===== src/nv_host_pkg.sv =====
// constants, types and register map for the paged nonvolatile memory host controller
package nv_host_pkg;
   // clock rate and pin timing, in ns
   localparam int CLK_MHZ = 250;
   localparam int ADDR_SETUP_NS = 10; // addr_setup_seq
   localparam int ACCESS_NS = 60; // addr_access_time, plain default
   localparam int WRITE_NS = 60; // write_cycle_min share, plain default
   localparam int PRECHARGE_NS = 60; // precharge_min_time, plain default
   localparam int WAKE_NS = 1000; // wake_delay, plain default
   // least times round up, never below one cycle
   function automatic int ns_to_cyc(input int ns);
      int c;
      c = (ns * CLK_MHZ + 999) / 1000;
      return (c < 1) ? 1 : c;
   endfunction
   localparam int SETUP_CYC = ns_to_cyc(ADDR_SETUP_NS);
   localparam int ACCESS_CYC = ns_to_cyc(ACCESS_NS);
   localparam int WRITE_CYC = ns_to_cyc(WRITE_NS);
   localparam int PRECHARGE_CYC = ns_to_cyc(PRECHARGE_NS);
   localparam int WAKE_CYC = ns_to_cyc(WAKE_NS);
   // register byte offsets
   localparam logic [7:0] CTRL_OFS = 8'h00;
   localparam logic [7:0] ADDR_OFS = 8'h04;
   localparam logic [7:0] WDATA_OFS = 8'h08;
   localparam logic [7:0] PROT_OFS = 8'h0c;
   localparam logic [7:0] RDATA_OFS = 8'h10;
   localparam logic [7:0] STATUS_OFS = 8'h14;
   // control fields
   localparam int CTRL_GO_BIT = 0;
   localparam int CTRL_WRITE_BIT = 1;
   localparam int CTRL_SEQ_BIT = 2;
   localparam int CTRL_SLEEP_BIT = 3;
   localparam int CTRL_HI_BIT = 4;
   localparam int CTRL_LO_BIT = 5;
   localparam logic [5:0] CTRL_RESET = 6'h30;
   // status fields
   localparam int STAT_BUSY_BIT = 0;
   localparam int STAT_DONE_BIT = 1;
   localparam int STAT_ASLEEP_BIT = 2;
   localparam int STAT_WAKING_BIT = 3;
   // protection sequence: ten steps, bytes at steps 6 and 7
   localparam logic [3:0] SEQ_LAST = 4'h9;
   localparam logic [3:0] SEQ_BYTE_STEP = 4'h6;
   localparam logic [3:0] SEQ_CPL_STEP = 4'h7;
   localparam logic [1:0] RESP_OKAY = 2'h0;
   localparam logic [1:0] RESP_SLVERR = 2'h2;
   // pins toward the memory
   typedef struct packed {
      logic [17:0] addr;
      logic cs_n;
      logic we_n;
      logic oe_n;
      logic high_byte_sel_n;
      logic low_byte_sel_n;
      logic sleep_req_n;
      logic [15:0] dq;
      logic dq_oe;
   } mem_pins_type;
   localparam mem_pins_type PINS_RESET = '{18'h0, 1'b1, 1'b1, 1'b1, 1'b1, 1'b1, 1'b1, 16'h0, 1'b0};
   // one step of the protection sequence
   typedef struct packed {
      logic [17:0] addr;
      logic write;
   } seq_step_type;
   typedef enum logic [6:0] {
      ST_IDLE = 7'h01,
      ST_SETUP = 7'h02,
      ST_ACT = 7'h04,
      ST_WEND = 7'h08,
      ST_PRE = 7'h10,
      ST_SLEEP = 7'h20,
      ST_WAKE = 7'h40
   } eng_state_type;
endpackage


===== src/nv_host_ctrl.sv =====
// host controller driving a paged nonvolatile memory port, run from axi4-lite registers
// Function
// - write ends at first rising strobe, data held
// - one write strobe pulse per write
// - low address bits pick page column
// - select high for precharge time between accesses
// - sleep only after access finished
// - wait wake delay after leaving sleep
// - six unlock reads in fixed order
// - protection byte written on low lane
// - complement write follows protection byte
// - finish with write 0ff00h, read 00000h
// - select high entering sequence, else 00000h
// - address setup 10 ns, stable under select
//
// The implementer's own choices: the register addresses and the AXI4-Lite interface to the registers.
`timescale 1ns/100ps
`default_nettype none
module nv_host_ctrl
   import nv_host_pkg::*;
#(
   parameter int CNT_W = 12 // width of the pin timing counter
) (
   // clock and reset
   input wire logic sys_clk_i,
   input wire logic rst_i,
   // axi4-lite write address and data
   input wire logic [7:0] s_axi_awaddr_i,
   input wire logic s_axi_awvalid_i,
   output logic s_axi_awready_o,
   input wire logic [31:0] s_axi_wdata_i,
   input wire logic [3:0] s_axi_wstrb_i,
   input wire logic s_axi_wvalid_i,
   output logic s_axi_wready_o,
   // axi4-lite write response
   output logic [1:0] s_axi_bresp_o,
   output logic s_axi_bvalid_o,
   input wire logic s_axi_bready_i,
   // axi4-lite read
   input wire logic [7:0] s_axi_araddr_i,
   input wire logic s_axi_arvalid_i,
   output logic s_axi_arready_o,
   output logic [31:0] s_axi_rdata_o,
   output logic [1:0] s_axi_rresp_o,
   output logic s_axi_rvalid_o,
   input wire logic s_axi_rready_i,
   // memory pins; dq is split into in, out and enable
   output mem_pins_type mem_o,
   input wire logic [15:0] dq_i
);
   // wake, access, write and precharge intervals must fit the counter; refused at elaboration
   if (WAKE_CYC >= (1 << CNT_W) || ACCESS_CYC >= (1 << CNT_W) ||
       WRITE_CYC >= (1 << CNT_W) || PRECHARGE_CYC >= (1 << CNT_W)) begin : g_cnt_check
      $error("CNT_W too small for pin timing");
   end
   localparam logic [CNT_W-1:0] SETUP_LD = CNT_W'(SETUP_CYC - 1);
   localparam logic [CNT_W-1:0] ACCESS_LD = CNT_W'(ACCESS_CYC - 1);
   localparam logic [CNT_W-1:0] WRITE_LD = CNT_W'(WRITE_CYC - 1);
   localparam logic [CNT_W-1:0] PRE_LD = CNT_W'(PRECHARGE_CYC - 1);
   localparam logic [CNT_W-1:0] WAKE_LD = CNT_W'(WAKE_CYC - 1);

   // byte-enable merge used by every writable register
   function automatic logic [31:0] merge(input logic [31:0] old, input logic [31:0] nw,
                                         input logic [3:0] strb);
      logic [31:0] r;
      r = old;
      for (int i = 0; i < 4; i++) begin
         if (strb[i]) begin
            r[i*8 +: 8] = nw[i*8 +: 8];
         end
      end
      return r;
   endfunction

   // fixed protection sequence; steps 0-5 unlock, 6-8 writes, 9 closing read
   function automatic seq_step_type seq_entry(input logic [3:0] step);
      seq_step_type e;
      unique case (step)
         4'h0: e = '{18'h24555, 1'b0};
         4'h1: e = '{18'h3aaaa, 1'b0};
         4'h2: e = '{18'h02333, 1'b0};
         4'h3: e = '{18'h1cccc, 1'b0};
         4'h4: e = '{18'h000ff, 1'b0};
         4'h5: e = '{18'h3ef00, 1'b0};
         4'h6: e = '{18'h3aaaa, 1'b1};
         4'h7: e = '{18'h1cccc, 1'b1};
         4'h8: e = '{18'h0ff00, 1'b1};
         default: e = '{18'h00000, 1'b0};
      endcase
      return e;
   endfunction

   // bus-side state
   logic aw_full_reg, aw_full_next; // write address captured
   logic w_full_reg, w_full_next; // write data captured
   logic [7:0] aw_addr_reg, aw_addr_next;
   logic [31:0] w_data_reg, w_data_next;
   logic [3:0] w_strb_reg, w_strb_next;
   logic awready_reg, awready_next;
   logic wready_reg, wready_next;
   logic bvalid_reg, bvalid_next;
   logic [1:0] bresp_reg, bresp_next;
   logic arready_reg, arready_next;
   logic rvalid_reg, rvalid_next;
   logic [1:0] rresp_reg, rresp_next;
   logic [31:0] rdata_reg, rdata_next;
   logic [5:0] ctrl_reg, ctrl_next; // stored control bits
   logic [17:0] addr_reg, addr_next; // target word address
   logic [15:0] wdata_reg, wdata_next; // word to write
   logic [7:0] prot_reg, prot_next; // protection byte to program
   logic cmd_go, cmd_seq; // one-cycle commands to the engine

   // engine state
   eng_state_type state_reg, state_next;
   logic [CNT_W-1:0] cnt_reg, cnt_next;
   mem_pins_type pins_reg, pins_next;
   logic op_write_reg, op_write_next; // current access is a write
   logic seq_reg, seq_next; // running the protection sequence
   logic [3:0] step_reg, step_next;
   logic [15:0] rd_reg, rd_next; // last word read
   logic done_reg, done_next; // sticky completion flag

   // register file and axi4-lite handshakes
   always_comb begin
      logic [31:0] m;
      m = merge(32'h0, w_data_reg, w_strb_reg);
      aw_full_next = aw_full_reg;
      w_full_next = w_full_reg;
      aw_addr_next = aw_addr_reg;
      w_data_next = w_data_reg;
      w_strb_next = w_strb_reg;
      bvalid_next = bvalid_reg;
      bresp_next = bresp_reg;
      rvalid_next = rvalid_reg;
      rresp_next = rresp_reg;
      rdata_next = rdata_reg;
      ctrl_next = ctrl_reg;
      addr_next = addr_reg;
      wdata_next = wdata_reg;
      prot_next = prot_reg;
      cmd_go = 1'b0;
      cmd_seq = 1'b0;
      // address and data taken in either order
      if (s_axi_awvalid_i && awready_reg) begin
         aw_full_next = 1'b1;
         aw_addr_next = s_axi_awaddr_i;
      end
      if (s_axi_wvalid_i && wready_reg) begin
         w_full_next = 1'b1;
         w_data_next = s_axi_wdata_i;
         w_strb_next = s_axi_wstrb_i;
      end
      if (bvalid_reg && s_axi_bready_i) begin
         bvalid_next = 1'b0;
      end
      // both halves present: commit and answer
      if (aw_full_reg && w_full_reg) begin
         aw_full_next = 1'b0;
         w_full_next = 1'b0;
         bvalid_next = 1'b1;
         bresp_next = RESP_OKAY;
         unique case (aw_addr_reg)
            CTRL_OFS: begin
               ctrl_next = 6'(merge({26'h0, ctrl_reg}, w_data_reg, w_strb_reg));
               ctrl_next[CTRL_GO_BIT] = 1'b0;
               ctrl_next[CTRL_SEQ_BIT] = 1'b0;
               // commands while busy are dropped; status shows busy
               cmd_go = m[CTRL_GO_BIT] && state_reg == ST_IDLE;
               cmd_seq = m[CTRL_SEQ_BIT] && state_reg == ST_IDLE;
            end
            ADDR_OFS: addr_next = 18'(merge({14'h0, addr_reg}, w_data_reg, w_strb_reg));
            WDATA_OFS: wdata_next = 16'(merge({16'h0, wdata_reg}, w_data_reg, w_strb_reg));
            PROT_OFS: prot_next = 8'(merge({24'h0, prot_reg}, w_data_reg, w_strb_reg));
            RDATA_OFS, STATUS_OFS: bresp_next = RESP_OKAY; // read-only, write ignored
            default: bresp_next = RESP_SLVERR; // unmapped
         endcase
      end
      // reads answer the cycle after the address is taken
      if (rvalid_reg && s_axi_rready_i) begin
         rvalid_next = 1'b0;
      end
      if (s_axi_arvalid_i && arready_reg) begin
         rvalid_next = 1'b1;
         rresp_next = RESP_OKAY;
         unique case (s_axi_araddr_i)
            CTRL_OFS: rdata_next = {26'h0, ctrl_reg};
            ADDR_OFS: rdata_next = {14'h0, addr_reg};
            WDATA_OFS: rdata_next = {16'h0, wdata_reg};
            PROT_OFS: rdata_next = {24'h0, prot_reg};
            RDATA_OFS: rdata_next = {16'h0, rd_reg};
            STATUS_OFS: rdata_next = {28'h0, state_reg == ST_WAKE, state_reg == ST_SLEEP,
                                      done_reg, state_reg != ST_IDLE};
            default: begin
               rdata_next = 32'h0;
               rresp_next = RESP_SLVERR;
            end
         endcase
      end
      // one transfer at a time on each side
      awready_next = !aw_full_next && !bvalid_next && !(aw_full_reg && w_full_reg);
      wready_next = !w_full_next && !bvalid_next && !(aw_full_reg && w_full_reg);
      arready_next = !rvalid_next;
   end

   // bus-side registers
   always_ff @(posedge sys_clk_i or posedge rst_i) begin
      if (rst_i) begin
         aw_full_reg <= 1'b0;
         w_full_reg <= 1'b0;
         aw_addr_reg <= 8'h0;
         w_data_reg <= 32'h0;
         w_strb_reg <= 4'h0;
         awready_reg <= 1'b0;
         wready_reg <= 1'b0;
         bvalid_reg <= 1'b0;
         bresp_reg <= RESP_OKAY;
         arready_reg <= 1'b0;
         rvalid_reg <= 1'b0;
         rresp_reg <= RESP_OKAY;
         rdata_reg <= 32'h0;
         ctrl_reg <= CTRL_RESET;
         addr_reg <= 18'h0;
         wdata_reg <= 16'h0;
         prot_reg <= 8'h0;
      end else begin
         aw_full_reg <= aw_full_next;
         w_full_reg <= w_full_next;
         aw_addr_reg <= aw_addr_next;
         w_data_reg <= w_data_next;
         w_strb_reg <= w_strb_next;
         awready_reg <= awready_next;
         wready_reg <= wready_next;
         bvalid_reg <= bvalid_next;
         bresp_reg <= bresp_next;
         arready_reg <= arready_next;
         rvalid_reg <= rvalid_next;
         rresp_reg <= rresp_next;
         rdata_reg <= rdata_next;
         ctrl_reg <= ctrl_next;
         addr_reg <= addr_next;
         wdata_reg <= wdata_next;
         prot_reg <= prot_next;
      end
   end

   // pin engine: setup, select, strobe, release, precharge
   always_comb begin
      seq_step_type e;
      e = seq_entry((state_reg == ST_IDLE) ? 4'h0 : step_reg + 4'h1); // step about to start
      state_next = state_reg;
      cnt_next = (cnt_reg == '0) ? cnt_reg : cnt_reg - CNT_W'(1);
      pins_next = pins_reg;
      op_write_next = op_write_reg;
      seq_next = seq_reg;
      step_next = step_reg;
      rd_next = rd_reg;
      done_next = done_reg;
      unique case (state_reg)
         ST_IDLE: begin
            // select is high here, so the sequence never needs the 00000h lead-in
            if (ctrl_reg[CTRL_SLEEP_BIT]) begin
               pins_next.sleep_req_n = 1'b0;
               state_next = ST_SLEEP;
            end else if (cmd_go || cmd_seq) begin
               done_next = 1'b0;
               seq_next = cmd_seq;
               step_next = 4'h0;
               // write bit comes with the go bit in the same commit, so take the new value
               op_write_next = cmd_seq ? e.write : ctrl_next[CTRL_WRITE_BIT];
               pins_next.addr = cmd_seq ? e.addr : addr_reg;
               cnt_next = SETUP_LD;
               state_next = ST_SETUP;
            end
         end
         ST_SETUP: begin
            // address settles before select falls
            if (cnt_reg == '0) begin
               pins_next.cs_n = 1'b0;
               pins_next.high_byte_sel_n = seq_reg ? 1'b0 : !ctrl_reg[CTRL_HI_BIT];
               pins_next.low_byte_sel_n = seq_reg ? 1'b0 : !ctrl_reg[CTRL_LO_BIT];
               if (op_write_reg) begin
                  // strobe low with select: memory never drives the bus
                  pins_next.we_n = 1'b0;
                  pins_next.dq_oe = 1'b1;
                  pins_next.dq = !seq_reg ? wdata_reg :
                                 (step_reg == SEQ_BYTE_STEP) ? {8'h0, prot_reg} :
                                 (step_reg == SEQ_CPL_STEP) ? {8'h0, ~prot_reg} : 16'h0;
                  cnt_next = WRITE_LD;
               end else begin
                  pins_next.oe_n = 1'b0;
                  cnt_next = ACCESS_LD;
               end
               state_next = ST_ACT;
            end
         end
         ST_ACT: begin
            // full access time elapses before data is sampled or the write ends
            if (cnt_reg == '0) begin
               pins_next.cs_n = 1'b1;
               if (op_write_reg) begin
                  state_next = ST_WEND;
               end else begin
                  pins_next.oe_n = 1'b1;
                  // unlock reads come back as ordinary data
                  rd_next = {pins_reg.high_byte_sel_n ? 8'h0 : dq_i[15:8],
                             pins_reg.low_byte_sel_n ? 8'h0 : dq_i[7:0]};
                  pins_next.high_byte_sel_n = 1'b1;
                  pins_next.low_byte_sel_n = 1'b1;
                  cnt_next = PRE_LD;
                  state_next = ST_PRE;
               end
            end
         end
         ST_WEND: begin
            // data held through the select rise, released with the strobe
            pins_next.we_n = 1'b1;
            pins_next.dq_oe = 1'b0;
            pins_next.high_byte_sel_n = 1'b1;
            pins_next.low_byte_sel_n = 1'b1;
            cnt_next = PRE_LD;
            state_next = ST_PRE;
         end
         ST_PRE: begin
            // select stays high for the precharge time; every access reopens the row
            if (cnt_reg == '0) begin
               if (seq_reg && step_reg != SEQ_LAST) begin
                  // steps run back to back, no other access slips in
                  step_next = step_reg + 4'h1;
                  op_write_next = e.write;
                  pins_next.addr = e.addr;
                  cnt_next = SETUP_LD;
                  state_next = ST_SETUP;
               end else begin
                  seq_next = 1'b0;
                  done_next = 1'b1;
                  state_next = ST_IDLE;
               end
            end
         end
         ST_SLEEP: begin
            if (!ctrl_reg[CTRL_SLEEP_BIT]) begin
               pins_next.sleep_req_n = 1'b1;
               cnt_next = WAKE_LD;
               state_next = ST_WAKE;
            end
         end
         ST_WAKE: begin
            // no access until the wake delay has run out
            if (cnt_reg == '0) begin
               state_next = ST_IDLE;
            end
         end
         default: state_next = ST_IDLE;
      endcase
   end

   // engine registers
   always_ff @(posedge sys_clk_i or posedge rst_i) begin
      if (rst_i) begin
         state_reg <= ST_IDLE;
         cnt_reg <= '0;
         pins_reg <= PINS_RESET;
         op_write_reg <= 1'b0;
         seq_reg <= 1'b0;
         step_reg <= 4'h0;
         rd_reg <= 16'h0;
         done_reg <= 1'b0;
      end else begin
         state_reg <= state_next;
         cnt_reg <= cnt_next;
         pins_reg <= pins_next;
         op_write_reg <= op_write_next;
         seq_reg <= seq_next;
         step_reg <= step_next;
         rd_reg <= rd_next;
         done_reg <= done_next;
      end
   end

   // outputs straight from flops
   assign s_axi_awready_o = awready_reg;
   assign s_axi_wready_o = wready_reg;
   assign s_axi_bvalid_o = bvalid_reg;
   assign s_axi_bresp_o = bresp_reg;
   assign s_axi_arready_o = arready_reg;
   assign s_axi_rvalid_o = rvalid_reg;
   assign s_axi_rresp_o = rresp_reg;
   assign s_axi_rdata_o = rdata_reg;
   assign mem_o = pins_reg;
endmodule // nv_host_ctrl
`default_nettype wire


===== config.mk =====
export PLATFORM = sky130hd
export DESIGN_NAME = nv_host_ctrl
export DESIGN_NICKNAME = d
export VERILOG_FILES = /design/src/nv_host_pkg.sv /design/src/nv_host_ctrl.sv
export SDC_FILE = /design/constraint.sdc
export NUM_CORES = 1
export LEC_CHECK = 0
export BUFFER_PORTS_ARGS = -buffer_cell sky130_fd_sc_hd__buf_2
export CAP_MARGIN = 20
export CELL_PAD_IN_SITES_DETAIL_PLACEMENT = 1
export CELL_PAD_IN_SITES_GLOBAL_PLACEMENT = 1
export CORE_MARGIN = 2
export CORE_UTILIZATION = 48
export DETAILED_ROUTE_END_ITERATION = 12
export GPL_ROUTABILITY_DRIVEN = 1
export PLACE_DENSITY = 0.84
export SKIP_CTS_REPAIR_TIMING = 1
export SKIP_LAST_GASP = 1
export SYNTH_ARGS = -nofsm -noshare
export SYNTH_HDL_FRONTEND = slang
export SYNTH_SLANG_ARGS = --single-unit

===== constraint.sdc =====
create_clock -name sys_clk_i -period 11.1 [get_ports sys_clk_i]
set_input_delay 1.665 -clock sys_clk_i [delete_from_list [all_inputs] [get_ports sys_clk_i]]
set_output_delay 1.665 -clock sys_clk_i [all_outputs]
set_load 0.005 [all_outputs]

Word level (Yosys, flattened, before mapping)
Memory sizes are Yosys's and may differ from the RTL's.
Cells that the tools add are included.
{"block": "totals", "rom_bits": 304, "reg_bits": 201, "mem_count": 1, "elab_cells": 215, "out_inout_bits": 82, "in_bits": 75}
{"name": "(name not given)", "words": 16, "width": 19, "read_ports": 1, "rd_ports_with_merged_regs": 0, "write_ports": 0, "line": "nv_host_ctrl.sv:78", "source": "unique case (step)"}
{"block": "classes", "bitwise": 2, "n_mux": 90, "n_eq_ne": 35, "n_reduce_logical": 48, "addsub": 2}
{"cell": "$mux W12", "n": 9}
{"cell": "$pmux W18 S6", "n": 1}
{"cell": "$mux W18", "n": 5}
{"cell": "$pmux W12 S6", "n": 1}
{"cell": "$mux W7", "n": 7}
{"cell": "$pmux W7 S7", "n": 1}
{"cell": "$pmux W18 S2", "n": 1}
{"cell": "$reduce_and A3 Y1", "n": 12}
{"cell": "$mux W1", "n": 34}
{"cell": "$eq A8 B4 Y1 const B", "n": 4}
{"cell": "$eq A8 B5 Y1 const B", "n": 4}
{"cell": "$mux W8", "n": 4}
{"cell": "$ne A2 B2 Y1 const B", "n": 11}
{"cell": "$mux W4", "n": 5}
{"cell": "$eq A8 B3 Y1 const B", "n": 2}
{"cell": "$logic_not A8 Y1", "n": 2}
{"cell": "$mux W16", "n": 1}
{"cell": "$pmux W1 S2", "n": 8}
{"cell": "$reduce_and A5 Y1", "n": 3}
{"cell": "$logic_and A1 B1 Y1", "n": 13}
{"cell": "$logic_not A12 Y1", "n": 1}
{"cell": "$mux W2", "n": 6}
{"cell": "$reduce_or A6 Y1", "n": 2}
{"cell": "$sub A12 B1 Y12 const B", "n": 1}
{"cell": "25 further kinds", "n": 39}

Logic depth before layout (Yosys ltp)
Gate-level depths: netlist of the first run.
{"block": "logic_depth", "ltp_word": 8, "depth_mapped": 11, "ltp_nobuf": 9}

Least setup slack after synthesis of the first run
OpenSTA, ideal clock, no wires.
{"block": "synth_timing", "kind": "input -> register", "start": "in s_axi_araddr_i[1]", "end": "reg rdata_reg[1], in the netlist s_axi_rdata_o[1]", "arrival_ps": 3425, "path_buffers": 2, "t_required_ps": 11036, "slack_ps": 7611, "cell_stages": 7, "setup_time_ps": 64, "cell_sequence": "or4_1 > clkbuf_1 > nor4_2 > clkbuf_1 > nand2_1 > a41oi_1 > a21o_1"}
{"block": "synth_via", "elab_chain_cells": 2, "word_cells_on_any_way": 7, "cone_classes": "5 x eq/ne; 1 x mux; 1 x reduce/logical"}
{"item": "start, declared", "line": "nv_host_ctrl.sv:40", "source": "input wire logic [7:0] s_axi_araddr_i,"}
{"item": "$eq A8 B5 Y1 (tied with other cells)", "line": "nv_host_ctrl.sv:185", "source": "unique case (s_axi_araddr_i)"}
{"item": "$pmux W18 S6 (*)", "line": "nv_host_ctrl.sv:185"}
{"item": "end signal, assigned", "line": "nv_host_ctrl.sv:238", "source": "rdata_reg <= rdata_next;"}
{"item": "end, declared", "line": "nv_host_ctrl.sv:106", "source": "logic [31:0] rdata_reg, rdata_next;"}
Every way passes the cells marked *; elsewhere a longest branch is shown, timed or not.
A chain may end at the register's enable or synchronous reset.

Worst setup path after layout of the first run
{"block": "layout_timing", "start": "in s_axi_araddr_i[1]", "end": "reg rdata_reg[10], in the netlist s_axi_rdata_o[10]"}
Same word-level chain as after synthesis.

==> impl_metrics.json, run 1 <==
{
  "endpoint_kind": "flip-flop",
  "nets": 1033,
  "period_needed_ns": 3.55,
  "routedWlPerCell_um": 23.2,
  "hold_path_class": "reg -> reg",
  "final_area_mm2": 0.0104,
  "num_rows": 50,
  "min_from": "rd_reg[15]$_DFFE_PP0P_",
  "yosysTopAreaCell": "dfrtp_1",
  "yosys.area.top_type_share_pct": 48.5,
  "syn_area_mm2": 0.00909,
  "ys_ff_latch": 185,
  "insertion_delay_ns": 0.44,
  "core_region_area_mm2": 0.0186,
  "cap_violations": 0,
  "area_growth_pct": 14.9,
  "drive_gt1_share_pct": 30.1,
  "fin_util_pct": 56.0,
  "via_per_inst": 6.15,
  "total_leakage_power_nw": 4.99,
  "fmax_mhz": 282,
  "floorplan.initialDensity_pct": 48.7,
  "cts_sinks": 185,
  "h-tree-depth": 4,
  "root_buffer": "clkbuf_16",
  "dp_hpwl_um": 19400,
  "grt_pass1_vias": 7694,
  "drtAntennaViolNets": 0,
  "grt_max_degree": 77,
  "yosysWarnings": 0,
  "gp_congestion": 0.887,
  "finalClockSkew_ns": 0.0134,
  "placed_cells": 1164,
  "tns_ns": 0,
  "path_clk_slew_ns": 0.08,
  "yosys.cell_types.count": 73,
  "p_total_mw": 1.88,
  "syn_avg_cell_area_um2": 10.8,
  "startpoint": "s_axi_araddr_i[1]",
  "setup_viol": 0,
  "routed_wl_um": 27800,
  "status": "complete, no violations",
  "fillCellCount": 2088,
  "antenna_found_initial": 1,
  "cts_buffers": 17,
  "die_h_um": 142,
  "final_max_slew_viol_count": 0,
  "crit_type": "in -> reg",
  "fin_cells": 1198,
  "critPathArrivalTime_ns": 3.90,
  "crit_fanout": 15,
  "die_x_um": 142,
  "ys_seq_area_share_pct": 51.1,
  "io_buffers": 125,
  "vdd_drop_max_mv": 0.122,
  "place_area_mm2": 0.00983,
  "power.density_mw_per_mm2": 180,
  "synth_edf_count": 0,
  "largest_reg_flops": 41,
  "crit_path_start_kind": "primary input",
  "fin_crit_sh_pct": 32.0,
  "cpMaxStageDelayCell": "nor4_4",
  "reg2reg_from": "cnt_reg[7]$_DFF_PP0_",
  "grt_pass1_wl_um": 43300,
  "cp_slowest_stage_delay_ns": 0.90,
  "ys.flop_type": "dfrtp_1",
  "drt_first_iter_violations": 781,
  "rsz0062_at_grt": "no",
  "grt_overflow": 0,
  "synth_area_leaders": "dfrtp_1 (48%), mux2_2 (11%), nand2_1 (3.5%)",
  "required_ns": 11.45,
  "ys_async_sr_fraction_pct": 100,
  "cts_tree": "built",
  "relSlewSlack_pct": 28.4,
  "cp_cell_sequence": "buf_2 -> or4_1 -> nor4_4 -> a222oi_1 -> o21ai_0",
  "crit_family": "simple AND/OR/NAND/NOR gates",
  "track_usage_pct": 28.4,
  "worst-path-buf-inv": 1,
  "vias": 7370,
  "ios": 157,
  "die-area_mm2": 0.0200,
  "drc": 0,
  "finalHoldViolCount": 0,
  "dr.pass1.iters": 9,
  "tightest_slew_ns": 1.06,
  "clock_path_buffers": 2,
  "synthCells": 840
}
cells by family after synthesis:
family / share of synthesized area [%]
and+or+nand+nor: 15.8
DFF: 51.1
AOI/OAI and AO/OA: 13.2
muxes: 13.1
buffers and inverters: 4.46
xor gates and xnor gates: 1.25
adders and majority gates: 1.10
other: 0.0413
synth_stat cells (9+ instances only):
cell	number
dfrtp_1	176
nand2_1	84
nor3b_1	9
buf_2	9
nand3b_1	21
nor4_1	14
a31oi_1	10
clkbuf_1	27
nor2_1	39
a21oi_1	36
nand3_1	16
nor2b_1	12
mux2i_1	9
o22ai_1	12
inv_1	23
o21ai_0	47
dfstp_2	9
xor2_1	9
nand2b_1	9
mux2_2	92
buf_4	16
nor3_1	17
a211oi_1	10
layer usage:
metal  GRT usage [%]  wire length, um  up-vias  part of all wire (%)
li1                -                -     3249                     -
met1            35.2            11200     3773                    40
met2            47.5            13800      281                    50
met3            6.51             1740       67                   6.3
met4            12.7              993        0                   3.6
met5               0                0        -                     0
worst min-delay path, stage by stage, from the launching register on:
cell,delay [ns]
dfrtp_1,0.35
nand2_1,0.05
nand2_1,0.05
final timing paths:
path	endpoint	slack, ns	depth (start not counted)
max in group asynchronous	s_axi_rdata_o[17]$_DFFE_PP0P_	7.87	4
min in group asynchronous	w_data_reg[4]$_DFFE_PP0P_	1.34	2
setup reg to reg	rd_reg[10]$_DFFE_PP0P_	7.71	6
hold / removal	rd_reg[15]$_DFFE_PP0P_	0.47	2
setup / recovery	s_axi_rdata_o[10]$_DFFE_PP0P_	7.55	5
hold reg to reg	rd_reg[15]$_DFFE_PP0P_	0.47	2
final cells by class:
| cell class | instances | area (um^2) | area share [%] |
|---|---|---|---|
| Clock buffer | 19 | 443 | 4.24 |
| Timing Repair Buffer | 135 | 698 | 6.69 |
| Inverter | 24 | 95.1 | 0.911 |
| Antenna cell | 1 | 2.50 | 0.0240 |
| Multi-Input combinational cell | 587 | 4110 | 39.4 |
| Sequential cell | 185 | 4640 | 44.5 |
| Clock inverter | 13 | 153 | 1.46 |
| Tap cell | 234 | 293 | 2.81 |
placed cells by master, fill, tap and decap left out, drive strengths merged, types with 12 or more instances in the layout:
cell,netlist,final
nor2b,12,12
o22ai,12,12
conb,1,16
dfrtp,176,176
nor3,19,19
mux2,93,93
nor4,16,16
clkbuf,27,20
inv,24,31
a21oi,36,36
nand3b,21,21
nand3,16,16
buf,32,134
nor2,39,39
nand2,85,85
o21ai,50,50
through the flow:
stage,setup WS (ns),hold WS [ns]
3_5_place_dp,7.13,0.465
6_report,7.55,0.474
5_1_grt,7.47,0.493
4_1_cts,7.60,0.482
2_1_floorplan,4.42,0.438
3_3_place_gp,7.18,0.448
report_power, final:
| group | internal, mW | switching [mW] | total [mW] | leakage (nW) |
|---|---|---|---|---|
| combinational | 0.164 | 0.184 | 0.348 | 2.34 |
| clock | 0.327 | 0.293 | 0.620 | 0.287 |
| sequential | 0.781 | 0.131 | 0.912 | 2.36 |
| total | 1.27 | 0.608 | 1.88 | 4.99 |
(Power assumes the default switching activity.)
==> run 2, diff against run 1 <==
ABC_AREA = 1   (was default)
CORE_UTILIZATION = 42   (was 48)
PLACE_DENSITY = 0.79   (was 0.84)
clock period = 3.4 ns   (was 11.1 ns; I/O delays follow)
==> impl_metrics.json, run 2 <==
{
  "worst-path-buf-inv": 1,
  "tns_ns": 0,
  "antenna_found_initial": 0,
  "dp_hpwl_um": 20700,
  "path_clk_slew_ns": 0.07,
  "routedWlPerCell_um": 17.7,
  "synthCells": 1147,
  "startpoint": "state_reg[6]$_DFFE_PP0P_",
  "io_buffers": 125,
  "drtAntennaViolNets": 0,
  "cp_slowest_stage_delay_ns": 0.41,
  "yosysTopAreaCell": "dfrtp_1",
  "num_rows": 54,
  "synth_edf_count": 0,
  "endpoint_kind": "flip-flop",
  "cpMostUsedCell": "nand2_1",
  "final_cell_mix": "nand2_1 (404), dfrtp_1 (176), o21ai_0 (128)",
  "die_h_um": 152,
  "ys_ff_latch": 185,
  "crit_type": "reg -> reg",
  "via_per_inst": 5.21,
  "top_layer_used": "met4",
  "hold_path_class": "in -> async",
  "crit_family": "simple AND/OR/NAND/NOR gates",
  "vdd_drop_max_mv": 0.395,
  "yosys.cell_types.count": 48,
  "cts_tree": "built",
  "total_leakage_power_nw": 5.61,
  "cts_buffers": 17,
  "status": "complete, no violations",
  "vias": 8112,
  "floorplan.initialDensity_pct": 42.6,
  "track_usage_pct": 24.2,
  "cpMaxStageDelayCell": "dfrtp_1",
  "synth_area_leaders": "dfrtp_1 (48%), nand2_1 (16%), o21ai_0 (6.9%)",
  "cp_cell_sequence": "inv_1 -> nand2_1 -> nor2_2 -> nand2_1 -> nor2_1 -> nand3_4 -> nand2_4 -> nand3b_4 -> nand2_1 -> o21ai_2",
  "synth_commonest_cells": "nand2_1 (404), dfrtp_1 (176), o21ai_0 (128), inv_1 (98), nor2_1 (72)",
  "reg2reg_from": "state_reg[6]$_DFFE_PP0P_",
  "finalClockSkew_ns": 0.0115,
  "die-area_mm2": 0.0232,
  "critPathArrivalTime_ns": 2.74,
  "die_x_um": 152,
  "crit_fanout": 34,
  "required_ns": 3.71,
  "mostFrequentLayoutCell": "nand2_1",
  "nets": 1347,
  "syn_avg_cell_area_um2": 8.05,
  "drive_gt1_share_pct": 17.5,
  "final_max_slew_viol_count": 0,
  "antenna_cells": 0,
  "yosysMostFrequentCell": "nand2_1",
  "relSlewSlack_pct": 34.4,
  "drc": 0,
  "wl_met2_um": 13800,
  "grt_pass1_vias": 8411,
  "cts_sinks": 185,
  "place_area_mm2": 0.0100,
  "r2r_cells": 10,
  "fmax_mhz": 411,
  "rsz0062_at_grt": "no",
  "ios": 157,
  "gp_congestion": 0.842,
  "r2r_slack_ns": 0.97,
  "period_needed_ns": 2.43,
  "root_buffer": "clkbuf_16",
  "fin_crit_sh_pct": 71.5,
  "power.density_mw_per_mm2": 731,
  "routed_wl_um": 27600,
  "grt_pass1_wl_um": 44900,
  "met1_length_um": 12300,
  "core_region_area_mm2": 0.0217,
  "ys_seq_area_share_pct": 50.3,
  "syn_area_mm2": 0.00923,
  "grt_max_degree": 88,
  "dr.pass1.iters": 5,
  "route.met3.wl_um": 1120,
  "crit_path_start_kind": "flip-flop",
  "largest_reg_flops": 41,
  "yosys.area.top_type_share_pct": 47.7,
  "area_growth_pct": 15.2,
  "ys.flop_type": "dfrtp_1",
  "cap_violations": 0,
  "final_area_mm2": 0.0106,
  "insertion_delay_ns": 0.43,
  "h-tree-depth": 4,
  "worstReg2RegEnd": "mem_o[32]$_DFFE_PP0P_",
  "drt_first_iter_violations": 547,
  "ys_async_sr_fraction_pct": 100,
  "setup_viol": 0,
  "yosysWarnings": 0,
  "grt_overflow": 0,
  "finalHoldViolCount": 0,
  "tightest_slew_ns": 0.983,
  "clock_path_buffers": 2
}
run 2: cell types whose count changed in the layout (fill, tap and decap cells not counted), moves of 11 or more:
cell / before / now
nand3_1: 16 / 57
nand3b_1: 21 / 4
nor2_1: 39 / 72
nor4_1: 13 / 2
nor2b_1: 12 / 0
mux2_2: 92 / 0
o21ai_0: 47 / 128
nand2_1: 84 / 404
nor3_1: 17 / 4
inv_1: 22 / 97
run 2: cells by family (layout without fill, tap and decap cells):
group                    after synthesis  after routing  synth area share, %
AO/OA/AOI/OAI                        193            193                 11.3
XOR/XNOR                               9              9                0.854
adder cells (fa/ha/maj)                8              8                 1.08
buffers and inverters                154            269                 7.77
flip-flops                           185            185                 50.3
other                                  1             16               0.0406
AND/OR/NAND/NOR                      597            597                 28.7
run 2: where the power goes:
| part | switching, mW | internal [mW] |
|---|---|---|
| Combinational | 1.69 | 0.773 |
| Sequential | 0.418 | 2.76 |
| Clock | 0.904 | 1.23 |
run 2: worst max path at each step:
stage | cells past startpoint | end
floorplan | 1 | addr_reg[0]$_DFFE_PP0P_
global placement | 9 | mem_o[33]$_DFFE_PP0P_
detailed placement | 9 | step_reg[2]$_DFFE_PP0P_
CTS | 10 | mem_o[32]$_DFFE_PP0P_
global route | 10 | mem_o[32]$_DFFE_PP0P_
finish | 10 | mem_o[32]$_DFFE_PP0P_
run 2: cell type report:
cell class,count,area (um^2)
Fill cell,2705,11100
Sequential cell,185,4640
Multi-Input combinational cell,823,3930
Timing Repair Buffer,132,691
Clock buffer,20,467
Inverter,105,398
Tap cell,280,350
Clock inverter,12,161
run 2: routing by layer:
| metal | global-route usage, % | vias to the layer above |
|---|---|---|
| met3 | 3.87 | 31 |
| met2 | 41.4 | 187 |
| met4 | 5.79 | 0 |
| met5 | 0 | - |
| met1 | 32.5 | 4018 |
| li1 | - | 3876 |
run 2: per-stage QoR:
stage	worst slack [ns]	std cells	hold WS, ns	power, mW	utilization [%]
global route	0.716	1557	0.0740	8.30	49.0
detailed placement	1.03	1525	0.463	5.68	46.2
global placement	1.09	1525	0.450	5.56	46.2
finish	0.970	1557	0.0490	7.78	49.0
CTS	0.974	1557	0.0522	7.85	49.0
floorplan	0.519	1162	0.442	4.85	-
run 2: worst reg2reg max path: stages, from the launching register on:
cell and delay, ns:
dfrtp_1 0.41, inv_1 0.11, nand2_1 0.09, nor2_2 0.14, nand2_1 0.29, nor2_1 0.32, nand3_4 0.13, nand2_4 0.15
nand3b_4 0.36, nand2_1 0.24, o21ai_2 0.07
==> run 3, diff against run 2 <==
CORE_UTILIZATION = 38   (was 42)
PLACE_DENSITY = 0.75   (was 0.79)
clock period = 1.9 ns   (was 3.4 ns; I/O delays follow)
==> impl_metrics.json, run 3 (synthesis results as in run 2) <==
{
  "crit_type": "reg -> reg",
  "die_x_um": 160,
  "placed_cells": 1629,
  "crit_path_start_kind": "flip-flop",
  "fmax_mhz": 527,
  "insertion_delay_ns": 0.44,
  "die_h_um": 160,
  "final_area_mm2": 0.0117,
  "grt_pass1_wl_um": 46500,
  "via_per_inst": 5.03,
  "final_cell_mix": "nand2_1 (395), dfrtp_1 (174), buf_2 (125)",
  "cts_sinks": 185,
  "cp_cell_sequence": "inv_2 -> nand2_1 -> nor2_4 -> nand2_4 -> nand2_4 -> buf_4 -> inv_1 -> ha_1 -> nand3_2 -> nand2_1 -> nand2_1 -> nand2_1 -> nand3_2 -> nand2_1",
  "final_max_slew_viol_count": 0,
  "largest_reg_flops": 41,
  "routedWlPerCell_um": 18.1,
  "cp_slowest_stage_delay_ns": 0.42,
  "rsz0062_at_grt": "yes",
  "h-tree-depth": 4,
  "grt_pass1_vias": 8536,
  "drtAntennaViolNets": 0,
  "required_ns": 2.23,
  "die-area_mm2": 0.0256,
  "floorplan.initialDensity_pct": 38.3,
  "detailedPlace.worstSlack_ns": -0.0434,
  "fin_cells": 1687,
  "violations": "hold timing",
  "relSlewSlack_pct": 63.9,
  "mostFrequentLayoutCell": "nand2_1",
  "dp_hpwl_um": 21500,
  "status": "finished with violations",
  "total_leakage_power_nw": 6.14,
  "antenna_found_initial": 1,
  "grt_max_degree": 72,
  "ios": 157,
  "crit_fanout": 4,
  "critPathArrivalTime_ns": 2.23,
  "vias": 8493,
  "cts_buffers": 17,
  "drt_first_iter_violations": 491,
  "path_clk_slew_ns": 0.08,
  "finalClockSkew_ns": 0.0112,
  "clock_path_buffers": 2,
  "place_area_mm2": 0.0106,
  "cts_tree": "built",
  "gp_congestion": 0.867,
  "cap_violations": 0,
  "core_region_area_mm2": 0.0241,
  "cpMaxStageDelayCell": "dfrtp_1",
  "drive_gt1_share_pct": 26.2,
  "io_buffers": 125,
  "period_needed_ns": 1.90,
  "power.density_mw_per_mm2": 1310,
  "hold-worst-slack_ns": -0.0177,
  "antenna_cells": 0,
  "tns_ns": 0,
  "routed_wl_um": 30500,
  "nets": 1433,
  "setup_slack_ns": 0.00383,
  "tightest_slew_ns": 0.541,
  "grt_overflow": 0,
  "hold_path_class": "in -> async",
  "drc": 0,
  "setup_viol": 0,
  "fin_crit_sh_pct": 99.8,
  "track_usage_pct": 23.2,
  "num_rows": 57,
  "cpMostUsedCell": "nand2_1",
  "endpoint_kind": "flip-flop",
  "root_buffer": "clkbuf_16",
  "area_growth_pct": 27.3,
  "vdd_drop_max_mv": 0.640,
  "dr.pass1.iters": 4,
  "finalHoldViolCount": 7
}
-- run 3: cell count changes in the layout (fill, tap and decap cells not counted), moves of 7 or more --
| cell | delta |
|---|---|
| nand2_1 | -9 |
| buf_12 | +8 |
| buf_4 | +69 |
| nor2_1 | -14 |
| inv_1 | -9 |
| nand3_1 | -8 |
| nor2_2 | +9 |
| nand3_2 | +7 |
-- run 3: metrics by stage --
stage                     total power [mW]  utilization [%]
final                                 15.4             48.7
after detailed placement              10.6             44.0
after global placement                10.4             44.0
after CTS                             14.5             46.6
after floorplan                       8.68                -
after global routing                  16.3             48.7
-- run 3: critical path, delay by kind of cell, from the launching register on --
family | cells | cell delay (ns)
DFF | 1 | 0.42
adders and majority gates | 1 | 0.21
and+or+nand+nor | 10 | 0.92
buffers and inverters | 3 | 0.25
-- run 3: area by class of cell --
type | count | area, um^2
Clock buffer | 18 | 439
Timing Repair Buffer | 218 | 1520
Tap cell | 324 | 405
Fill cell | 3005 | 12400
Inverter | 105 | 405
Sequential cell | 185 | 4640
Clock inverter | 14 | 186
Multi-Input combinational cell | 823 | 4150
-- run 3: worst paths after layout --
path                                     startpoint                          to  slack, ns  cells after the start
max                        state_reg[4]$_DFFE_PP0P_       mem_o[31]$_DFFE_PP0P_      0.004                     14
min                                           rst_i   s_axi_awready_o$_DFF_PP0_      -0.02                      3
max reg2reg                state_reg[4]$_DFFE_PP0P_       mem_o[31]$_DFFE_PP0P_      0.004                     14
min reg2reg                s_axi_rvalid_o$_DFF_PP0_   s_axi_arready_o$_DFF_PP0_       0.47                      1
max in group asynchronous                     rst_i       mem_o[20]$_DFFE_PP1P_       1.48                      3
min in group sys_clk_i            s_axi_awaddr_i[4]  aw_addr_reg[4]$_DFFE_PP0P_       0.04                      3
-- run 3: metal layers --
| metal | track usage, % | wire, um |
|---|---|---|
| met5 | 0 | 13 |
| met4 | 8.39 | 859 |
| met3 | 3.71 | 1220 |
| met2 | 37.6 | 14700 |
| met1 | 31.5 | 13700 |
-- run 3: power by group --
| group | switching (mW) | leakage (nW) | internal (mW) | total (mW) |
|---|---|---|---|---|
| registers | 0.751 | 2.38 | 4.94 | 5.70 |
| logic | 3.57 | 3.45 | 2.31 | 5.88 |
| clock network | 1.76 | 0.303 | 2.04 | 3.80 |
